### src/core/t16pwm_consts.svh
/*
  Constants for the dual-slope PWM timer: mode codes, fixed TOP values,
  output-mode codes, prescale divisors and reset values.
  Assumes inclusion by bare name from the package and the modules.
*/
//
// Summary of operation
// - phase correct sets overflow at bottom
// - top-source flag rises at top
// - fixed top masks high compare bits
// - compare above top never matches
// - phase correct loads buffers at top
// - mode 2 non-inverted, mode 3 inverted
// - clear on up match, set on down
// - pin driven only when direction is output
// - prescale by 1, 8, 64, 256, 1024
// - bottom holds low, top holds high
// - mode 0xB with code 1 toggles output A
// - pfc counts bottom to top and back
// - pfc top from capture or compare A
// - phase correct: load top, overflow bottom
// - pfc: load bottom, overflow bottom
// - clear-on-match: immediate load, overflow max
// - fast pwm: load bottom, overflow top
`ifndef T16PWM_CONSTS_SVH
`define T16PWM_CONSTS_SVH

// waveform mode codes
`define T16_WGM_NORMAL 4'h0
`define T16_WGM_PC8 4'h1
`define T16_WGM_PC9 4'h2
`define T16_WGM_PC10 4'h3
`define T16_WGM_CTC_OCR 4'h4
`define T16_WGM_FAST8 4'h5
`define T16_WGM_FAST9 4'h6
`define T16_WGM_FAST10 4'h7
`define T16_WGM_PFC_ICR 4'h8
`define T16_WGM_PFC_OCR 4'h9
`define T16_WGM_PC_ICR 4'hA
`define T16_WGM_PC_OCR 4'hB
`define T16_WGM_CTC_ICR 4'hC
`define T16_WGM_RSVD 4'hD
`define T16_WGM_FAST_ICR 4'hE
`define T16_WGM_FAST_OCR 4'hF

// fixed top values
`define T16_TOP_8 16'h00FF
`define T16_TOP_9 16'h01FF
`define T16_TOP_10 16'h03FF
`define T16_MAX 16'hFFFF
`define T16_BOTTOM 16'h0000

// compare output mode codes
`define T16_COM_OFF 2'h0
`define T16_COM_TOGGLE 2'h1
`define T16_COM_NONINV 2'h2
`define T16_COM_INV 2'h3

// clock select codes and divisors
`define T16_CS_STOP 3'h0
`define T16_CS_DIV1 3'h1
`define T16_CS_DIV8 3'h2
`define T16_CS_DIV64 3'h3
`define T16_CS_DIV256 3'h4
`define T16_CS_DIV1024 3'h5
`define T16_DIV8_LAST 10'h007
`define T16_DIV64_LAST 10'h03F
`define T16_DIV256_LAST 10'h0FF
`define T16_DIV1024_LAST 10'h3FF

// reset values
`define T16_RST_WORD 16'h0000
`define T16_RST_BIT 1'h0
`define T16_RST_OE_N 1'h1

`endif

### src/core/t16pwm_pkg.sv
/*
  Types shared by the timer modules: decoded mode fields, count direction
  and the packed state of the top module.
  Assumes the constants header is on the include path.
*/
package t16pwm_pkg;

  typedef enum logic [1:0] {T16_TSRC_FIXED = 2'h0, T16_TSRC_ICR = 2'h1,
                            T16_TSRC_OCRA = 2'h3} t16pwm_tsrc_t;
  typedef enum logic [1:0] {T16_UPD_IMM = 2'h0, T16_UPD_TOP = 2'h1,
                            T16_UPD_BOT = 2'h3} t16pwm_upd_t;
  typedef enum logic [1:0] {T16_OVF_MAX = 2'h0, T16_OVF_TOP = 2'h1,
                            T16_OVF_BOT = 2'h3} t16pwm_ovf_t;
  typedef enum logic [1:0] {T16_SHAPE_PLAIN = 2'h0, T16_SHAPE_FAST = 2'h1,
                            T16_SHAPE_DUAL = 2'h3} t16pwm_shape_t;
  // direction state machine: one bit, gray by nature
  typedef enum logic {T16_UP = 1'b0, T16_DOWN = 1'b1} t16pwm_dir_t;

  typedef struct packed {
    logic [15:0] cnt;
    t16pwm_dir_t dir;
    logic [15:0] ocr_a;
    logic [15:0] ocr_b;
    logic [15:0] buf_a;
    logic [15:0] buf_b;
    logic [15:0] icr;
    logic oc_a;
    logic oc_b;
    logic tov;
    logic ocf_a;
    logic ocf_b;
    logic icf;
    logic pin_a;
    logic pin_oe_n_a;
    logic pin_b;
    logic pin_oe_n_b;
  } t16pwm_state_t;

endpackage : t16pwm_pkg

### src/core/t16pwm_prescale.sv
/*
  Prescaler: turns the I/O clock into a one-cycle timer tick.
  Assumes clk_select comes from logic on clk_sys.
*/
`timescale 1ns/1ns
`include "t16pwm_consts.svh"
module t16pwm_prescale (
  input wire logic clk_sys,
  input wire logic rst,
  input wire logic [2:0] clk_select,
  output logic tick
);

  logic [9:0] div_r;
  logic [9:0] div_nxt;

  ////////////////////////////////////////////////////////////////////////
  // free divider and tap select
  always_comb
  begin
    div_nxt = div_r + 10'h001;
    case (clk_select)
      `T16_CS_DIV1: tick = 1'b1;
      `T16_CS_DIV8: tick = (div_r[2:0] == 3'(`T16_DIV8_LAST));
      `T16_CS_DIV64: tick = (div_r[5:0] == 6'(`T16_DIV64_LAST));
      `T16_CS_DIV256: tick = (div_r[7:0] == 8'(`T16_DIV256_LAST));
      `T16_CS_DIV1024: tick = (div_r == `T16_DIV1024_LAST);
      default: tick = 1'b0; // stopped or unused codes
    endcase
  end

  // shared divider: a select change lands mid-period, as on the real part
  always_ff @(posedge clk_sys)
  begin
    if (rst)
      div_r <= 10'h000;
    else
      div_r <= div_nxt;
  end

  // divide by 64 ticks on the last phase only
  div64_tap_a: assert property (@(posedge clk_sys) disable iff (rst)
    (clk_select == `T16_CS_DIV64 && tick) |-> (div_r[5:0] == 6'h3F))
    else $error("div64 tick off phase");

  div1024_gap_a: assert property (@(posedge clk_sys) disable iff (rst)
    (clk_select == `T16_CS_DIV1024 && tick) |=> !tick)
    else $error("div1024 ticks back to back");

endmodule : t16pwm_prescale

### src/core/t16pwm_mode_dec.sv
/*
  Waveform mode decoder: splits the four-bit mode into shape, top source,
  fixed top, buffer update point and overflow point.
  Assumes a static mode between reconfigurations.
*/
`timescale 1ns/1ns
`include "t16pwm_consts.svh"
module t16pwm_mode_dec (
  input wire logic [3:0] waveform_mode_select,
  output t16pwm_pkg::t16pwm_shape_t shape,
  output t16pwm_pkg::t16pwm_tsrc_t tsrc,
  output logic [15:0] fixed_top,
  output t16pwm_pkg::t16pwm_upd_t upd,
  output t16pwm_pkg::t16pwm_ovf_t ovf,
  output logic reserved
);

  ////////////////////////////////////////////////////////////////////////
  // table decode
  always_comb
  begin
    shape = t16pwm_pkg::T16_SHAPE_PLAIN;
    tsrc = t16pwm_pkg::T16_TSRC_FIXED;
    fixed_top = `T16_MAX;
    upd = t16pwm_pkg::T16_UPD_IMM;
    ovf = t16pwm_pkg::T16_OVF_MAX;
    reserved = 1'b0;
    case (waveform_mode_select)
      `T16_WGM_PC8, `T16_WGM_PC9, `T16_WGM_PC10, `T16_WGM_PC_ICR, `T16_WGM_PC_OCR:
      begin
        shape = t16pwm_pkg::T16_SHAPE_DUAL;
        upd = t16pwm_pkg::T16_UPD_TOP;
        ovf = t16pwm_pkg::T16_OVF_BOT;
      end
      `T16_WGM_PFC_ICR, `T16_WGM_PFC_OCR:
      begin
        shape = t16pwm_pkg::T16_SHAPE_DUAL;
        upd = t16pwm_pkg::T16_UPD_BOT;
        ovf = t16pwm_pkg::T16_OVF_BOT;
      end
      `T16_WGM_FAST8, `T16_WGM_FAST9, `T16_WGM_FAST10, `T16_WGM_FAST_ICR,
      `T16_WGM_FAST_OCR:
      begin
        shape = t16pwm_pkg::T16_SHAPE_FAST;
        upd = t16pwm_pkg::T16_UPD_BOT;
        ovf = t16pwm_pkg::T16_OVF_TOP;
      end
      `T16_WGM_RSVD: reserved = 1'b1;
      default: ; // normal and clear-on-match keep the defaults
    endcase
    // top source
    case (waveform_mode_select)
      `T16_WGM_PC8, `T16_WGM_FAST8: fixed_top = `T16_TOP_8;
      `T16_WGM_PC9, `T16_WGM_FAST9: fixed_top = `T16_TOP_9;
      `T16_WGM_PC10, `T16_WGM_FAST10: fixed_top = `T16_TOP_10;
      `T16_WGM_CTC_OCR, `T16_WGM_PFC_OCR, `T16_WGM_PC_OCR, `T16_WGM_FAST_OCR:
        tsrc = t16pwm_pkg::T16_TSRC_OCRA;
      `T16_WGM_CTC_ICR, `T16_WGM_PFC_ICR, `T16_WGM_PC_ICR, `T16_WGM_FAST_ICR:
        tsrc = t16pwm_pkg::T16_TSRC_ICR;
      default: ;
    endcase
  end

endmodule : t16pwm_mode_dec

### src/core/t16pwm_top.sv
/*
  Sixteen-bit timer waveform generator: counter, double-buffered compare
  registers A and B, flags and the two compare output pins.
  Assumes all control inputs come from logic on clk_sys; flag clears and
  register writes are one-cycle pulses.
*/
`timescale 1ns/1ns
`include "t16pwm_consts.svh"
module t16pwm_top #(
  parameter int CNT_W = 16
) (
  input wire logic clk_sys,
  input wire logic rst,
  input wire logic [2:0] clk_select,
  input wire logic [3:0] waveform_mode_select,
  input wire logic [1:0] compare_output_mode_a,
  input wire logic [1:0] compare_output_mode_b,
  input wire logic cmp_a_wr,
  input wire logic [15:0] cmp_a_wdata,
  input wire logic cmp_b_wr,
  input wire logic [15:0] cmp_b_wdata,
  input wire logic capture_top_wr,
  input wire logic [15:0] capture_top_wdata,
  input wire logic pin_direction_bit_a,
  input wire logic pin_direction_bit_b,
  input wire logic overflow_clr,
  input wire logic compare_flag_a_clr,
  input wire logic compare_flag_b_clr,
  input wire logic capture_clr,
  output logic [15:0] timer_count,
  output logic count_down,
  output logic [15:0] compare_value_a,
  output logic [15:0] compare_value_b,
  output logic [15:0] capture_top_value,
  output logic overflow_flag,
  output logic compare_flag_a,
  output logic compare_flag_b,
  output logic capture_flag,
  output logic compare_output_a,
  output logic compare_output_b,
  output logic pin_out_a,
  output logic pin_oe_n_a,
  output logic pin_out_b,
  output logic pin_oe_n_b
);

  // the state record is fixed at sixteen bits wide
  if (CNT_W != 16)
  begin : g_width_check
    $error("t16pwm_top serves a 16-bit counter only");
  end

  t16pwm_pkg::t16pwm_state_t st_r;
  t16pwm_pkg::t16pwm_state_t st_nxt;
  t16pwm_pkg::t16pwm_shape_t shape;
  t16pwm_pkg::t16pwm_tsrc_t tsrc;
  t16pwm_pkg::t16pwm_upd_t upd;
  t16pwm_pkg::t16pwm_ovf_t ovf;
  logic [15:0] fixed_top;
  logic reserved;
  logic tick;
  logic run;
  logic [15:0] top_val;
  logic [15:0] wmask;
  logic at_top;
  logic at_bot;
  logic at_max;
  logic match_up;
  logic match_a;
  logic match_b;
  logic load_buf;
  logic ovf_set;

  ////////////////////////////////////////////////////////////////////////
  // submodules

  t16pwm_prescale u_prescale (
    .clk_sys(clk_sys),
    .rst(rst),
    .clk_select(clk_select),
    .tick(tick)
  );

  t16pwm_mode_dec u_mode_dec (
    .waveform_mode_select(waveform_mode_select),
    .shape(shape),
    .tsrc(tsrc),
    .fixed_top(fixed_top),
    .upd(upd),
    .ovf(ovf),
    .reserved(reserved)
  );

  ////////////////////////////////////////////////////////////////////////
  // output action for one compare channel
  function automatic logic wave_next(
    input logic oc,
    input logic [1:0] com,
    input t16pwm_pkg::t16pwm_shape_t shp,
    input logic match,
    input logic up,
    input logic bot,
    input logic tog_ok
  );
    logic res;
    res = oc;
    case (shp)
      t16pwm_pkg::T16_SHAPE_DUAL:
      begin
        // clear going up, set going down; inverted is the mirror
        if (match && com == `T16_COM_NONINV)
          res = !up;
        else if (match && com == `T16_COM_INV)
          res = up;
        // toggle only where compare A is top
        else if (match && com == `T16_COM_TOGGLE && tog_ok)
          res = !oc;
      end
      t16pwm_pkg::T16_SHAPE_FAST:
      begin
        if (match && com == `T16_COM_NONINV)
          res = 1'b0;
        else if (match && com == `T16_COM_INV)
          res = 1'b1;
        else if (match && com == `T16_COM_TOGGLE && tog_ok)
          res = !oc;
        else if (bot && com == `T16_COM_NONINV)
          res = 1'b1;
        else if (bot && com == `T16_COM_INV)
          res = 1'b0;
      end
      default:
      begin
        // plain counting: toggle, clear or set on match
        if (match && com == `T16_COM_TOGGLE)
          res = !oc;
        else if (match && com == `T16_COM_NONINV)
          res = 1'b0;
        else if (match && com == `T16_COM_INV)
          res = 1'b1;
      end
    endcase
    return res;
  endfunction : wave_next

  ////////////////////////////////////////////////////////////////////////
  // event decode from the current state
  always_comb
  begin
    case (tsrc)
      t16pwm_pkg::T16_TSRC_ICR: top_val = st_r.icr;
      t16pwm_pkg::T16_TSRC_OCRA: top_val = st_r.ocr_a;
      default: top_val = fixed_top;
    endcase
    run = tick && !reserved;
    at_top = (st_r.cnt == top_val);
    at_bot = (st_r.cnt == `T16_BOTTOM);
    at_max = (st_r.cnt == `T16_MAX);
    // fixed top clears bits above the resolution
    wmask = (tsrc == t16pwm_pkg::T16_TSRC_FIXED) ? fixed_top : `T16_MAX;
    // bottom counts as rising, top as falling, for the extremes
    match_up = at_bot || (st_r.dir == t16pwm_pkg::T16_UP && !at_top);
    // a compare value above top is never matched
    match_a = run && (st_r.cnt == st_r.ocr_a) && (st_r.ocr_a <= top_val);
    match_b = run && (st_r.cnt == st_r.ocr_b) && (st_r.ocr_b <= top_val);
    load_buf = run && ((upd == t16pwm_pkg::T16_UPD_TOP && at_top) ||
                       (upd == t16pwm_pkg::T16_UPD_BOT && at_bot));
    case (ovf)
      t16pwm_pkg::T16_OVF_BOT: ovf_set = run && at_bot;
      t16pwm_pkg::T16_OVF_TOP: ovf_set = run && at_top;
      default: ovf_set = run && at_max;
    endcase
  end

  ////////////////////////////////////////////////////////////////////////
  // next state
  always_comb
  begin
    st_nxt = st_r;
    // counter and direction
    if (run)
    begin
      if (shape == t16pwm_pkg::T16_SHAPE_DUAL)
      begin
        // up to top, one tick at top, then down to bottom
        if (st_r.dir == t16pwm_pkg::T16_UP)
        begin
          if (st_r.cnt >= top_val && !at_bot)
          begin
            st_nxt.dir = t16pwm_pkg::T16_DOWN;
            st_nxt.cnt = st_r.cnt - 16'h0001;
          end
          else
            st_nxt.cnt = st_r.cnt + 16'h0001;
        end
        else if (at_bot)
        begin
          st_nxt.dir = t16pwm_pkg::T16_UP;
          st_nxt.cnt = st_r.cnt + 16'h0001;
        end
        else
          st_nxt.cnt = st_r.cnt - 16'h0001;
      end
      else
      begin
        // single slope wraps at top; a top below count runs on through max
        st_nxt.dir = t16pwm_pkg::T16_UP;
        st_nxt.cnt = at_top ? `T16_BOTTOM : st_r.cnt + 16'h0001;
      end
    end
    // buffered values go live at the update point
    if (load_buf)
    begin
      st_nxt.ocr_a = st_r.buf_a;
      st_nxt.ocr_b = st_r.buf_b;
    end
    // writes land in the buffer, live at once when immediate
    if (cmp_a_wr)
    begin
      st_nxt.buf_a = cmp_a_wdata & wmask;
      if (upd == t16pwm_pkg::T16_UPD_IMM)
        st_nxt.ocr_a = cmp_a_wdata & wmask;
    end
    if (cmp_b_wr)
    begin
      st_nxt.buf_b = cmp_b_wdata & wmask;
      if (upd == t16pwm_pkg::T16_UPD_IMM)
        st_nxt.ocr_b = cmp_b_wdata & wmask;
    end
    if (capture_top_wr)
      st_nxt.icr = capture_top_wdata;
    // flags: a set in the clearing cycle wins
    st_nxt.tov = ovf_set || (st_r.tov && !overflow_clr);
    // compare A match coincides with the load at top when A is top in phase correct
    st_nxt.ocf_a = match_a || (st_r.ocf_a && !compare_flag_a_clr);
    st_nxt.ocf_b = match_b || (st_r.ocf_b && !compare_flag_b_clr);
    // capture flag rises at top when the capture value is top
    st_nxt.icf = (run && at_top && tsrc == t16pwm_pkg::T16_TSRC_ICR) ||
                 (st_r.icf && !capture_clr);
    // waveform outputs
    st_nxt.oc_a = wave_next(st_r.oc_a, compare_output_mode_a, shape, match_a,
                            match_up, run && at_bot,
                            tsrc == t16pwm_pkg::T16_TSRC_OCRA);
    st_nxt.oc_b = wave_next(st_r.oc_b, compare_output_mode_b, shape, match_b,
                            match_up, run && at_bot, 1'b0);
    // the pin is driven only when direction says output
    st_nxt.pin_a = st_nxt.oc_a;
    st_nxt.pin_oe_n_a = !(pin_direction_bit_a && compare_output_mode_a != `T16_COM_OFF);
    st_nxt.pin_b = st_nxt.oc_b;
    st_nxt.pin_oe_n_b = !(pin_direction_bit_b && compare_output_mode_b != `T16_COM_OFF);
  end

  ////////////////////////////////////////////////////////////////////////
  // state register
  always_ff @(posedge clk_sys)
  begin
    if (rst)
    begin
      st_r <= '0;
      st_r.pin_oe_n_a <= `T16_RST_OE_N;
      st_r.pin_oe_n_b <= `T16_RST_OE_N;
    end
    else
      st_r <= st_nxt;
  end

  // every output straight from the state record
  assign timer_count = st_r.cnt;
  assign count_down = st_r.dir;
  assign compare_value_a = st_r.ocr_a;
  assign compare_value_b = st_r.ocr_b;
  assign capture_top_value = st_r.icr;
  assign overflow_flag = st_r.tov;
  assign compare_flag_a = st_r.ocf_a;
  assign compare_flag_b = st_r.ocf_b;
  assign capture_flag = st_r.icf;
  assign compare_output_a = st_r.oc_a;
  assign compare_output_b = st_r.oc_b;
  assign pin_out_a = st_r.pin_a;
  assign pin_oe_n_a = st_r.pin_oe_n_a;
  assign pin_out_b = st_r.pin_b;
  assign pin_oe_n_b = st_r.pin_oe_n_b;

  ////////////////////////////////////////////////////////////////////////
  // checks

  bottom_ovf_a: assert property (@(posedge clk_sys) disable iff (rst)
    (tick && !reserved && shape == t16pwm_pkg::T16_SHAPE_DUAL &&
     timer_count == 16'h0000) |=> overflow_flag)
    else $error("dual slope bottom left overflow clear");

  icr_top_a: assert property (@(posedge clk_sys) disable iff (rst)
    (tick && tsrc == t16pwm_pkg::T16_TSRC_ICR && !reserved &&
     timer_count == capture_top_value) |=> capture_flag)
    else $error("capture flag missing at top");

  mask_write_a: assert property (@(posedge clk_sys) disable iff (rst)
    (cmp_b_wr && tsrc == t16pwm_pkg::T16_TSRC_FIXED)
    |=> ((st_r.buf_b & ~$past(fixed_top)) == 16'h0000))
    else $error("compare write kept bits above resolution");

  above_top_a: assert property (@(posedge clk_sys) disable iff (rst)
    (run && timer_count == compare_value_b && compare_value_b > top_val &&
     !compare_flag_b) |=> !compare_flag_b)
    else $error("compare flag set with value above top");

  pc_load_a: assert property (@(posedge clk_sys) disable iff (rst)
    (upd == t16pwm_pkg::T16_UPD_TOP && run && at_top && !cmp_b_wr)
    |=> (compare_value_b == $past(st_r.buf_b)))
    else $error("phase correct buffer not loaded at top");

  nonin_up_a: assert property (@(posedge clk_sys) disable iff (rst)
    (match_a && match_up && shape == t16pwm_pkg::T16_SHAPE_DUAL &&
     compare_output_mode_a == `T16_COM_NONINV) |=> !compare_output_a ##0 !pin_out_a)
    else $error("non-inverted output not cleared on rising match");

  inv_down_a: assert property (@(posedge clk_sys) disable iff (rst)
    (match_b && !match_up && shape == t16pwm_pkg::T16_SHAPE_DUAL &&
     compare_output_mode_b == `T16_COM_INV) |=> !compare_output_b)
    else $error("inverted output not cleared on falling match");

  pin_dir_a: assert property (@(posedge clk_sys) disable iff (rst)
    !pin_direction_bit_a |=> pin_oe_n_a)
    else $error("pin driven while direction is input");

  top_hold_a: assert property (@(posedge clk_sys) disable iff (rst)
    (run && shape == t16pwm_pkg::T16_SHAPE_DUAL && at_top && !at_bot &&
     !count_down) |=> (count_down && timer_count == $past(timer_count) - 16'h0001))
    else $error("dual slope did not reverse after top");

  pfc_ovf_a: assert property (@(posedge clk_sys) disable iff (rst)
    (run && ovf == t16pwm_pkg::T16_OVF_BOT && upd == t16pwm_pkg::T16_UPD_BOT && at_bot &&
     !cmp_a_wr)
    |=> (compare_value_a == $past(st_r.buf_a)) ##0 overflow_flag)
    else $error("bottom load or overflow missing");

endmodule : t16pwm_top

### config.mk
export PLATFORM = sky130hd
export DESIGN_NAME = t16pwm_top
export DESIGN_NICKNAME = d
export VERILOG_FILES = /design/src/core/t16pwm_pkg.sv /design/src/core/t16pwm_prescale.sv /design/src/core/t16pwm_mode_dec.sv /design/src/core/t16pwm_top.sv
export VERILOG_INCLUDE_DIRS = /design/src /design/src/core
export SDC_FILE = /design/constraint.sdc
export NUM_CORES = 1
export LEC_CHECK = 0
export BUFFER_PORTS_ARGS = -buffer_cell sky130_fd_sc_hd__buf_2
export CORE_ASPECT_RATIO = 0.9
export CORE_MARGIN = 5
export CORE_UTILIZATION = 40
export CTS_BUF_LIST = sky130_fd_sc_hd__clkbuf_8
export CTS_CLUSTER_SIZE = 8
export DETAILED_ROUTE_END_ITERATION = 8
export PLACE_DENSITY = 0.69
export SETUP_SLACK_MARGIN = 0.02
export SKIP_LAST_GASP = 1
export SLEW_MARGIN = 30
export SYNTH_ARGS = -nofsm -noshare
export SYNTH_HDL_FRONTEND = slang
export SYNTH_SLANG_ARGS = --single-unit
### constraint.sdc
create_clock -name clk_sys -period 7 [get_ports clk_sys]
set_clock_uncertainty 0.15 [all_clocks]
set_input_delay 0.35 -clock clk_sys [delete_from_list [all_inputs] [get_ports clk_sys]]
set_output_delay 0.35 -clock clk_sys [all_outputs]
set_load 0.01 [all_outputs]
Yosys cells after proc, flatten, opt, wreduce, memory -nomap -nowiden
Index checks and enable logic that the tools add are counted.
Widths: inputs -> output; s select.
{"block": "totals", "ff_bits": 115, "latch_bits": 0, "ram_bits": 0, "mem_bits_ro": 0, "out_inout_bits": 75, "elab_cells": 179, "memories": 0}
{"block": "op_classes", "add_sub_neg": 3, "multipliers": 0, "div": 0, "magnitude_cmp": 3, "n_eq_ne": 44, "shift": 0, "n_mux": 43, "bitwise": 3, "n_reduce_logical": 67}
{"op": "$mux 16", "n": 8}
{"op": "$eq 16x16->1", "n": 3}
{"op": "$pmux 16 s3", "n": 1}
{"op": "$mux 17", "n": 2}
{"op": "$and 16x16->16", "n": 2}
{"op": "$eq 4x4->1 const B", "n": 8}
{"op": "$le 16x16->1", "n": 2}
{"op": "$mux 32", "n": 1}
{"op": "$pmux 16 s2", "n": 1}
{"op": "$logic_and 1x1->1", "n": 31}
{"op": "$mux 1", "n": 23}
{"op": "$add 16x1->16 const B", "n": 1}
{"op": "$eq 16x16->1 const B", "n": 1}
{"op": "$eq 4x3->1 const B", "n": 4}
{"op": "$ge 16x16->1", "n": 1}
{"op": "$logic_not 16->1", "n": 1}
{"op": "$sub 16x1->16 const B", "n": 1}
{"op": "$eq 2x2->1 const B", "n": 7}
{"op": "$reduce_or 7->1", "n": 2}
{"op": "$logic_not 1->1", "n": 12}
{"op": "$pmux 2 s2", "n": 3}
{"op": "$add 10x1->10 const B", "n": 1}
{"op": "$eq 10x10->1 const B", "n": 1}
{"op": "$eq 2x1->1 const B", "n": 5}
{"op": "23 further kinds", "n": 41}

Depth between registers and ports, before layout
Gate-level depths: netlist of the first run.
{"block": "logic_depth", "word_depth": 13, "depth_mapped": 18, "ltp_nobuf": 13}

Modules after synthesis
Synthesis of the first run repeated with hierarchy kept, for this count alone.
{"block": "hier_totals", "cells_unflattened": 1018, "area_unflattened_um2": 8375.5}
{"module": "t16pwm_top", "instances": 1, "cells_each": 925, "area_per_inst_um2": 7607.3, "seq_area_each_um2": 2102.0}
{"module": "t16pwm_prescale", "instances": 1, "cells_each": 53, "area_per_inst_um2": 495.5, "seq_area_each_um2": 200.2}
{"module": "t16pwm_mode_dec", "instances": 1, "cells_each": 40, "area_per_inst_um2": 272.8, "seq_area_each_um2": 0.0}

Worst setup path after synthesis of the first run
OpenSTA, ideal clock, no wires.
{"block": "synth_timing", "path_kind": "input to register", "startpoint": "in waveform_mode_select[0]", "endpoint": "reg st_r, in the netlist timer_count[14]", "setup_time_ns": 0.123, "arrival_ns": 3.681, "path_slack_ns": 3.045, "cell_stages": 14, "cell_sequence": "buf_2 > clkbuf_1 > o21ai_1 > clkbuf_1 > o221ai_1 > ha_1 > nand4_1 > nor4_1 > a31oi_1 > a21oi_1 > nand2_2 > buf_2 > a221oi_1 > nor3_1"}
{"block": "synth_via", "elab_chain_len": 10, "word_cells_on_any_way": 39, "classes_between": "order compare (1); eq/ne (19); mux (9); reduce/logical (10)"}
{"item": "start, declared", "line_no": "t16pwm_top.sv:15", "source": "input wire logic [3:0] waveform_mode_select,"}
{"item": "$eq 4x4->1, or another cell as far along", "line_no": "t16pwm_mode_dec.sv:52", "source": "case (waveform_mode_select)"}
{"item": "$reduce_or 4->1", "line_no": "t16pwm_mode_dec.sv:52"}
{"item": "$pmux 2 s2", "line_no": "t16pwm_mode_dec.sv:52"}
{"item": "$eq 2x2->1 or $eq 2x1->1 (tied branches)", "line_no": "t16pwm_top.sv:150", "source": "case (tsrc)"}
{"item": "$pmux 16 s2", "line_no": "t16pwm_top.sv:150"}
{"item": "$ge 16x16->1", "line_no": "t16pwm_top.sv:188", "source": "if (st_r.cnt >= top_val && !at_bot)"}
{"item": "$logic_and 1x1->1", "line_no": "t16pwm_top.sv:188"}
{"item": "$mux 16", "line_no": "t16pwm_top.sv:188"}
{"item": "$mux 17", "line_no": "t16pwm_top.sv:186", "source": "if (st_r.dir == t16pwm_pkg::T16_UP)"}
{"item": "$mux 17", "line_no": "t16pwm_top.sv:183", "source": "if (shape == t16pwm_pkg::T16_SHAPE_DUAL)"}
{"item": "end signal, assigned", "line_no": "t16pwm_top.sv:264", "source": "st_r <= st_nxt;"}
{"item": "end, declared", "line_no": "t16pwm_top.sv:53", "source": "t16pwm_pkg::t16pwm_state_t st_r;"}
Several ways; a longest one is shown, not always the timed one.
A chain may end at the register's enable or synchronous reset.

Worst setup path after layout of the first run
{"block": "layout_timing", "startpoint": "in waveform_mode_select[2]", "endpoint": "reg st_r, in the netlist timer_count[1]"}
The elaborated chain is that of the path after synthesis.

==> results.cfg, run 1 <==
[run_status]
outcome = completed

[timing]
worstMarginPinSlew_ps = 873
fmax_mhz = 212
fin_ws_ps = 2280
slew_headroom_pct = 41.8
setup_tns_ps = 0
finalHoldViolCount = 0
setup_viol = 0
min_period_ps = 4720
slew_violations = 0
period_share_pct = 67.4
rsz0062_at_grt = no

[worst_setup_path]
cp.arrival_ps = 4950
worstSetupStartpointType = input port
reg2reg_depth = 11
cp_data_required_time_ps = 7230
critical_path_class = input port to flip-flop
max_stage_delay_ps = 690
path_cells = buf_2 -> nor2b_1 -> o22a_1 -> o221ai_1 -> ha_1 -> nand4_1 -> nor4_1 -> nand3_1 -> nand4b_1 -> and2_1 -> mux2_1 -> a21oi_1
end_kind = flip-flop
worstPathMaxFanout = 19
cp_slowest_cell = and2_1

[synthesis]
ys_seq_elements = 115
syn_area_mm2 = 0.00804
yosysSeqAreaShare_pct = 28.6
synthCells = 976
postSynthAreaPerCell_um2 = 8.24
synth_warnings = 0
synthArstFlopShare_pct = 0
synth_edf_count = 0
yosys_most_used_dff = dfxtp_1
synth_nets = 1096
synth_cell_types = 72

[min_path]
min_path_cells = 3
holdCritPathClass = input port to flip-flop

[clock_network]
cts_buffer_depth = 2
cts_tree = yes
cts.clk_slew.worst_paths_ps = 70
cts_hold_buf = 30
htreeDepth = 4
post_cts_buffers = 0
clk_latency_ps = 450
cts_root_buffer = clkbuf_8
cts_sinks = 115
post_cts_resized = 0
numCtsBuffers = 17

[floorplanning]
core_mm2 = 0.0199
start_util_pct = 40.5
ios = 145
row_count = 49
chipHeight_um = 144
die_w_um = 159
die_area_mm2 = 0.0230

[final_layout]
layoutNonFillerInstCount = 1313
nFillCells = 1930
num_antenna_cells = 0
drive_above_1_share_pct = 19.1
areaGrowthSynthToFinish_pct = 12.9
fin_nets = 1165
seq_area_mm2 = 0.00230
multi_input_comb_area_mm2 = 0.00491

[global_route]
grt_pass1_wl_mm = 39.6
first_global_vias = 7119
antenna_found_initial = 0
gr-total-overflow = 0
grt_usage_pct = 21.6
grt_max_degree = 79

[place]
placedCellCount = 1251
place_congestion = 0.910
pre_cts_ws_ps = 1940
dp_hpwl_mm = 18.5
port_buffers = 144

[detailed_routing]
drc_errors = 0
wl_per_cell_um = 19.3
dr.pass1.iters = 5
routed_wl_mm = 25.3
routed_via_density = 5.78
num_vias = 7584
ant_nets = 0
drt_iter0_drc = 625

[run]
cap_violations = 0

[power]
p_leak_nw = 3.97
powerDensity_mw_per_mm2 = 191
irDropWorstVdd_uv = 155
==> cell usage after synthesis, types with 6 or more instances <==
| cell | count | area, µm² |
|---|---|---|
| o22ai_1 | 6 | 37.5 |
| a21oi_1 | 71 | 355 |
| ha_1 | 50 | 626 |
| buf_1 | 6 | 22.5 |
| xnor2_1 | 6 | 52.6 |
| and4_1 | 6 | 52.6 |
| a211oi_1 | 41 | 308 |
| nand3_1 | 46 | 230 |
| o21ai_0 | 30 | 150 |
| buf_2 | 7 | 35.0 |
| clkbuf_1 | 50 | 188 |
| or3_1 | 6 | 37.5 |
| o221ai_1 | 7 | 61.3 |
| inv_1 | 14 | 52.6 |
| nand2b_1 | 22 | 138 |
| nand2_1 | 48 | 180 |
| a31oi_1 | 8 | 50.1 |
| a21o_1 | 9 | 67.6 |
| nor3_1 | 16 | 80.1 |
| nor4_1 | 13 | 81.3 |
| buf_4 | 67 | 503 |
| and2_1 | 6 | 37.5 |
| o211ai_1 | 6 | 45.0 |
| nor2b_1 | 13 | 81.3 |
| nor2_1 | 96 | 360 |
| nand4_1 | 20 | 125 |
| dfxtp_1 | 115 | 2300 |
| mux2i_1 | 70 | 701 |
| xor2_1 | 41 | 359 |
==> power breakdown <==
group	internal [W]	switching, W
logic	0.000155	0.000208
registers	0.000688	0.0000506
clock network	0.000343	0.000291
==> per-stage QoR <==
stage | hold slack [ps] | power (W) | utilization, % | cell area, µm²
finish | 28.0 | 0.00174 | 45.7 | 9080
global route | 7.95 | 0.00183 | 45.7 | 9080
CTS | 1.44 | 0.00174 | 45.7 | 9070
detailed placement | 310 | 0.00110 | 42.1 | 8370
global placement | 308 | 0.00109 | 42.1 | 8370
floorplan | 291 | 0.00100 | - | 8040
==> sequential cells by signal (all words and copies together), names as in the netlist <==
name	count
pin_oe_n_a	1
capture_flag	1
timer_count	16
pin_out_a	1
u_prescale.div_r	10
compare_value_b	16
st_r	32
count_down	1
pin_out_b	1
capture_top_value	16
compare_flag_b	1
compare_flag_a	1
pin_oe_n_b	1
compare_value_a	16
overflow_flag	1
==> cells by family after synthesis <==
kind of cell	count (synthesis)	share of synthesized area [%]
DFF	115	28.6
muxes	71	8.86
AOI/OAI and AO/OA	226	18.7
and+or+nand+nor	320	20.5
xor gates and xnor gates	47	5.12
adders and majority gates	50	7.78
buffers and inverters	147	10.4
==> routing by layer <==
metal | wire length, µm | up-vias | track usage (%)
li1 | - | 3642 | -
met4 | 654 | 0 | 6.96
met1 | 11500 | 3533 | 29.7
met2 | 10800 | 363 | 32.6
met3 | 2360 | 46 | 6.38
met5 | 0 | - | 0
==> layout make-up <==
cell class	instances	area share, %
Inverter	14	0.579
Clock buffer	20	3.03
Sequential cell	115	25.4
Timing Repair Buffer	183	12.0
Clock inverter	12	1.46
Tap cell	255	3.51
Multi-Input combinational cell	714	54.0
==> final timing paths <==
path | slack [ps] | from | endpoint
hold / removal | 30 | capture_top_wdata[8] | capture_top_value[8]
setup / recovery | 2280 | waveform_mode_select[2] | timer_count[1]
hold reg to reg | 330 | st_r[40] | st_r[40]
setup reg to reg | 2750 | compare_value_a[14] | timer_count[1]
==> placed cells by master, fill, tap and decap left out, types with 10 or more instances in the layout <==
| cell type | count |
|---|---|
| buf_2 | 143 |
| dfxtp_1 | 115 |
| nor2_1 | 96 |
| a21oi_1 | 71 |
| mux2i_1 | 70 |
| ha_1 | 50 |
| nand2_1 | 46 |
| nand3_1 | 46 |
| a211oi_1 | 41 |
| xor2_1 | 41 |
| o21ai_0 | 30 |
| dlygate4sd3_1 | 30 |
| nand2b_1 | 22 |
| nand4_1 | 20 |
| clkbuf_8 | 20 |
| nor3_1 | 16 |
| inv_1 | 15 |
| nor2b_1 | 13 |
| nor4_1 | 13 |
| buf_4 | 10 |
==> critical path: cells and delay by family <==
| family | cells | cell delay [ps] |
|---|---|---|
| adder cells (fa/ha/maj) | 1 | 380 |
| AND/OR/NAND/NOR | 6 | 2620 |
| AO/OA/AOI/OAI | 3 | 990 |
| buffers and inverters | 1 | 210 |
| multiplexers | 1 | 380 |
(Power assumes the default switching activity.)
==> run 2, diff against run 1 <==
- clock period: 7 -> 4.7 ns (I/O delays scaled with it)
==> results.cfg, run 2 (synthesis gave the netlist of run 1 again) <==
[run_status]
outcome = completed

[timing]
period_share_pct = 86.1
slew_headroom_pct = 37.7
fmax_mhz = 247
fin_ws_ps = 653
slew_violations = 0
finalHoldViolCount = 0
worstMarginPinSlew_ps = 927
setup_tns_ps = 0
min_period_ps = 4050
hold_slack_ps = 49.1
setup_viol = 0
rsz0062_at_grt = no

[clock_network]
post_cts_resized = 0
cts_tree = yes
cts_root_buffer = clkbuf_8
htreeDepth = 4
cts.clk_slew.worst_paths_ps = 80
cts_sinks = 115
clk_latency_ps = 450
numCtsBuffers = 17
cts_buffer_depth = 2

[power]
powerDensity_mw_per_mm2 = 293
clkPwrFrac_pct = 40.1
p_sw_share_pct = 29.7
p_sw_w = 0.000824
power_frac_comb_pct = 20.4
pwr-share-seq_pct = 39.5
irDropWorstVdd_uv = 196
p_int_w = 0.00195
p_leak_nw = 4.14

[global_route]
grt_usage_pct = 21.3
first_global_vias = 7068
grt_pass1_wl_mm = 39.4
grt_max_degree = 69
antenna_found_initial = 0
gr-total-overflow = 0

[final_layout]
areaGrowthSynthToFinish_pct = 17.6
multi_input_comb_area_mm2 = 0.00491
fin_nets = 1196
seq_area_mm2 = 0.00230
regMostFlops = st_r
drive_above_1_share_pct = 19.2
mostFrequentLayoutCell = buf_2
num_antenna_cells = 0
post-route-util_pct = 47.6
final_cell_area_mm2 = 0.00946
final_cell_mix = buf_2 (143), dfxtp_1 (115), nor2_1 (96), a21oi_1 (71), mux2i_1 (70)
nFillCells = 1903
largest_register_ffs = 32

[worst_setup_path]
max_stage_delay_ps = 540
path_cells = buf_2 -> nor2b_1 -> nand2_1 -> o22a_1 -> o21ai_0 -> ha_1 -> a21o_1 -> a21o_1 -> a2111oi_0 -> o21ai_0 -> o31ai_1 -> mux2i_1 -> o211a_1
crit_buf_inv = 1
cp_data_required_time_ps = 4890
cp_slowest_cell = o31ai_1
cp.arrival_ps = 4240
critPathTopFamily = compound AO/OA/AOI/OAI gates
end_kind = flip-flop
worstPathMaxFanout = 13
critical_path_class = input port to flip-flop
worstSetupStartpointType = input port

[floorplanning]
die_w_um = 159
chipHeight_um = 144
die_area_mm2 = 0.0230
start_util_pct = 40.5
row_count = 49
ios = 145
core_mm2 = 0.0199

[detailed_routing]
wl_per_cell_um = 18.7
drc_errors = 0
dr.pass1.iters = 6
routed_via_density = 5.69
drt_iter0_drc = 689
num_vias = 7646
ant_nets = 0
routed_wl_mm = 25.1

[min_path]
holdCritPathClass = input port to flip-flop

[place]
place_congestion = 0.967
dpl_cell_area_mm2 = 0.00843
port_buffers = 144
pre_cts_ws_ps = 346
dp_hpwl_mm = 18.0

[run]
cap_violations = 0
[run 2: cell count changes in the layout (fill, tap and decap cells not counted), sizes merged]
cell,before,now
inv,15,16
clkinv,4,2
dlygate4sd3,30,54
clkinvlp,5,3
buf,153,160
bufinv,2,5
[run 2: worst register-to-register path: cells and delay by family (launching register included)]
kind / cells / cell delay (ps)
simple gates: 6 / 1670
compound gates: 4 / 910
buf+inv: 1 / 250
flops: 1 / 420
fa+ha+maj: 1 / 230
[run 2: worst paths after layout]
kind,to,start,slack [ps],depth (start not counted)
max,pin_out_b,waveform_mode_select[2],650,13
min,st_r[35],rst,50,2
max reg2reg,timer_count[12],compare_value_a[14],980,12
min reg2reg,compare_flag_a,compare_flag_a,320,2
[run 2: power groups by stage]
stage / registers (W) / logic (W) / clock network [W]
after CTS: 0.00109 / 0.000557 / 0.00114
after global routing: 0.00110 / 0.000623 / 0.00118
after global placement: 0.00112 / 0.000512 / 0
after detailed placement: 0.00112 / 0.000520 / 0
after floorplan: 0.00108 / 0.000405 / 0
final: 0.00109 / 0.000566 / 0.00111
[run 2: per-stage QoR]
step,instances,power [W]
finish,1344,0.00277
floorplan,976,0.00149
global placement,1258,0.00163
global route,1344,0.00291
CTS,1344,0.00279
detailed placement,1258,0.00164
[run 2: repair_timing]
action                                 CTS  global route
buffers inserted                         0             0
endpoints found under the hold margin   81             0
hold buffers                            54             0
[run 2: layout make-up]
cell class / instances / area share (%)
clock buffers: 20 / 2.91
inverters: 14 / 0.556
multi-input cells: 714 / 51.9
flip-flops and latches: 115 / 24.3
repair buffers: 214 / 14.8
clock inverters: 12 / 2.14
well taps: 255 / 3.37
[run 2: metal layers]
layer	track usage, %	up-vias	share of wire [%]
met5	0	-	0
met3	5.56	30	8.1
met4	6.15	0	1.6
met2	32.9	353	43
met1	29.4	3560	47
li1	-	3703	-
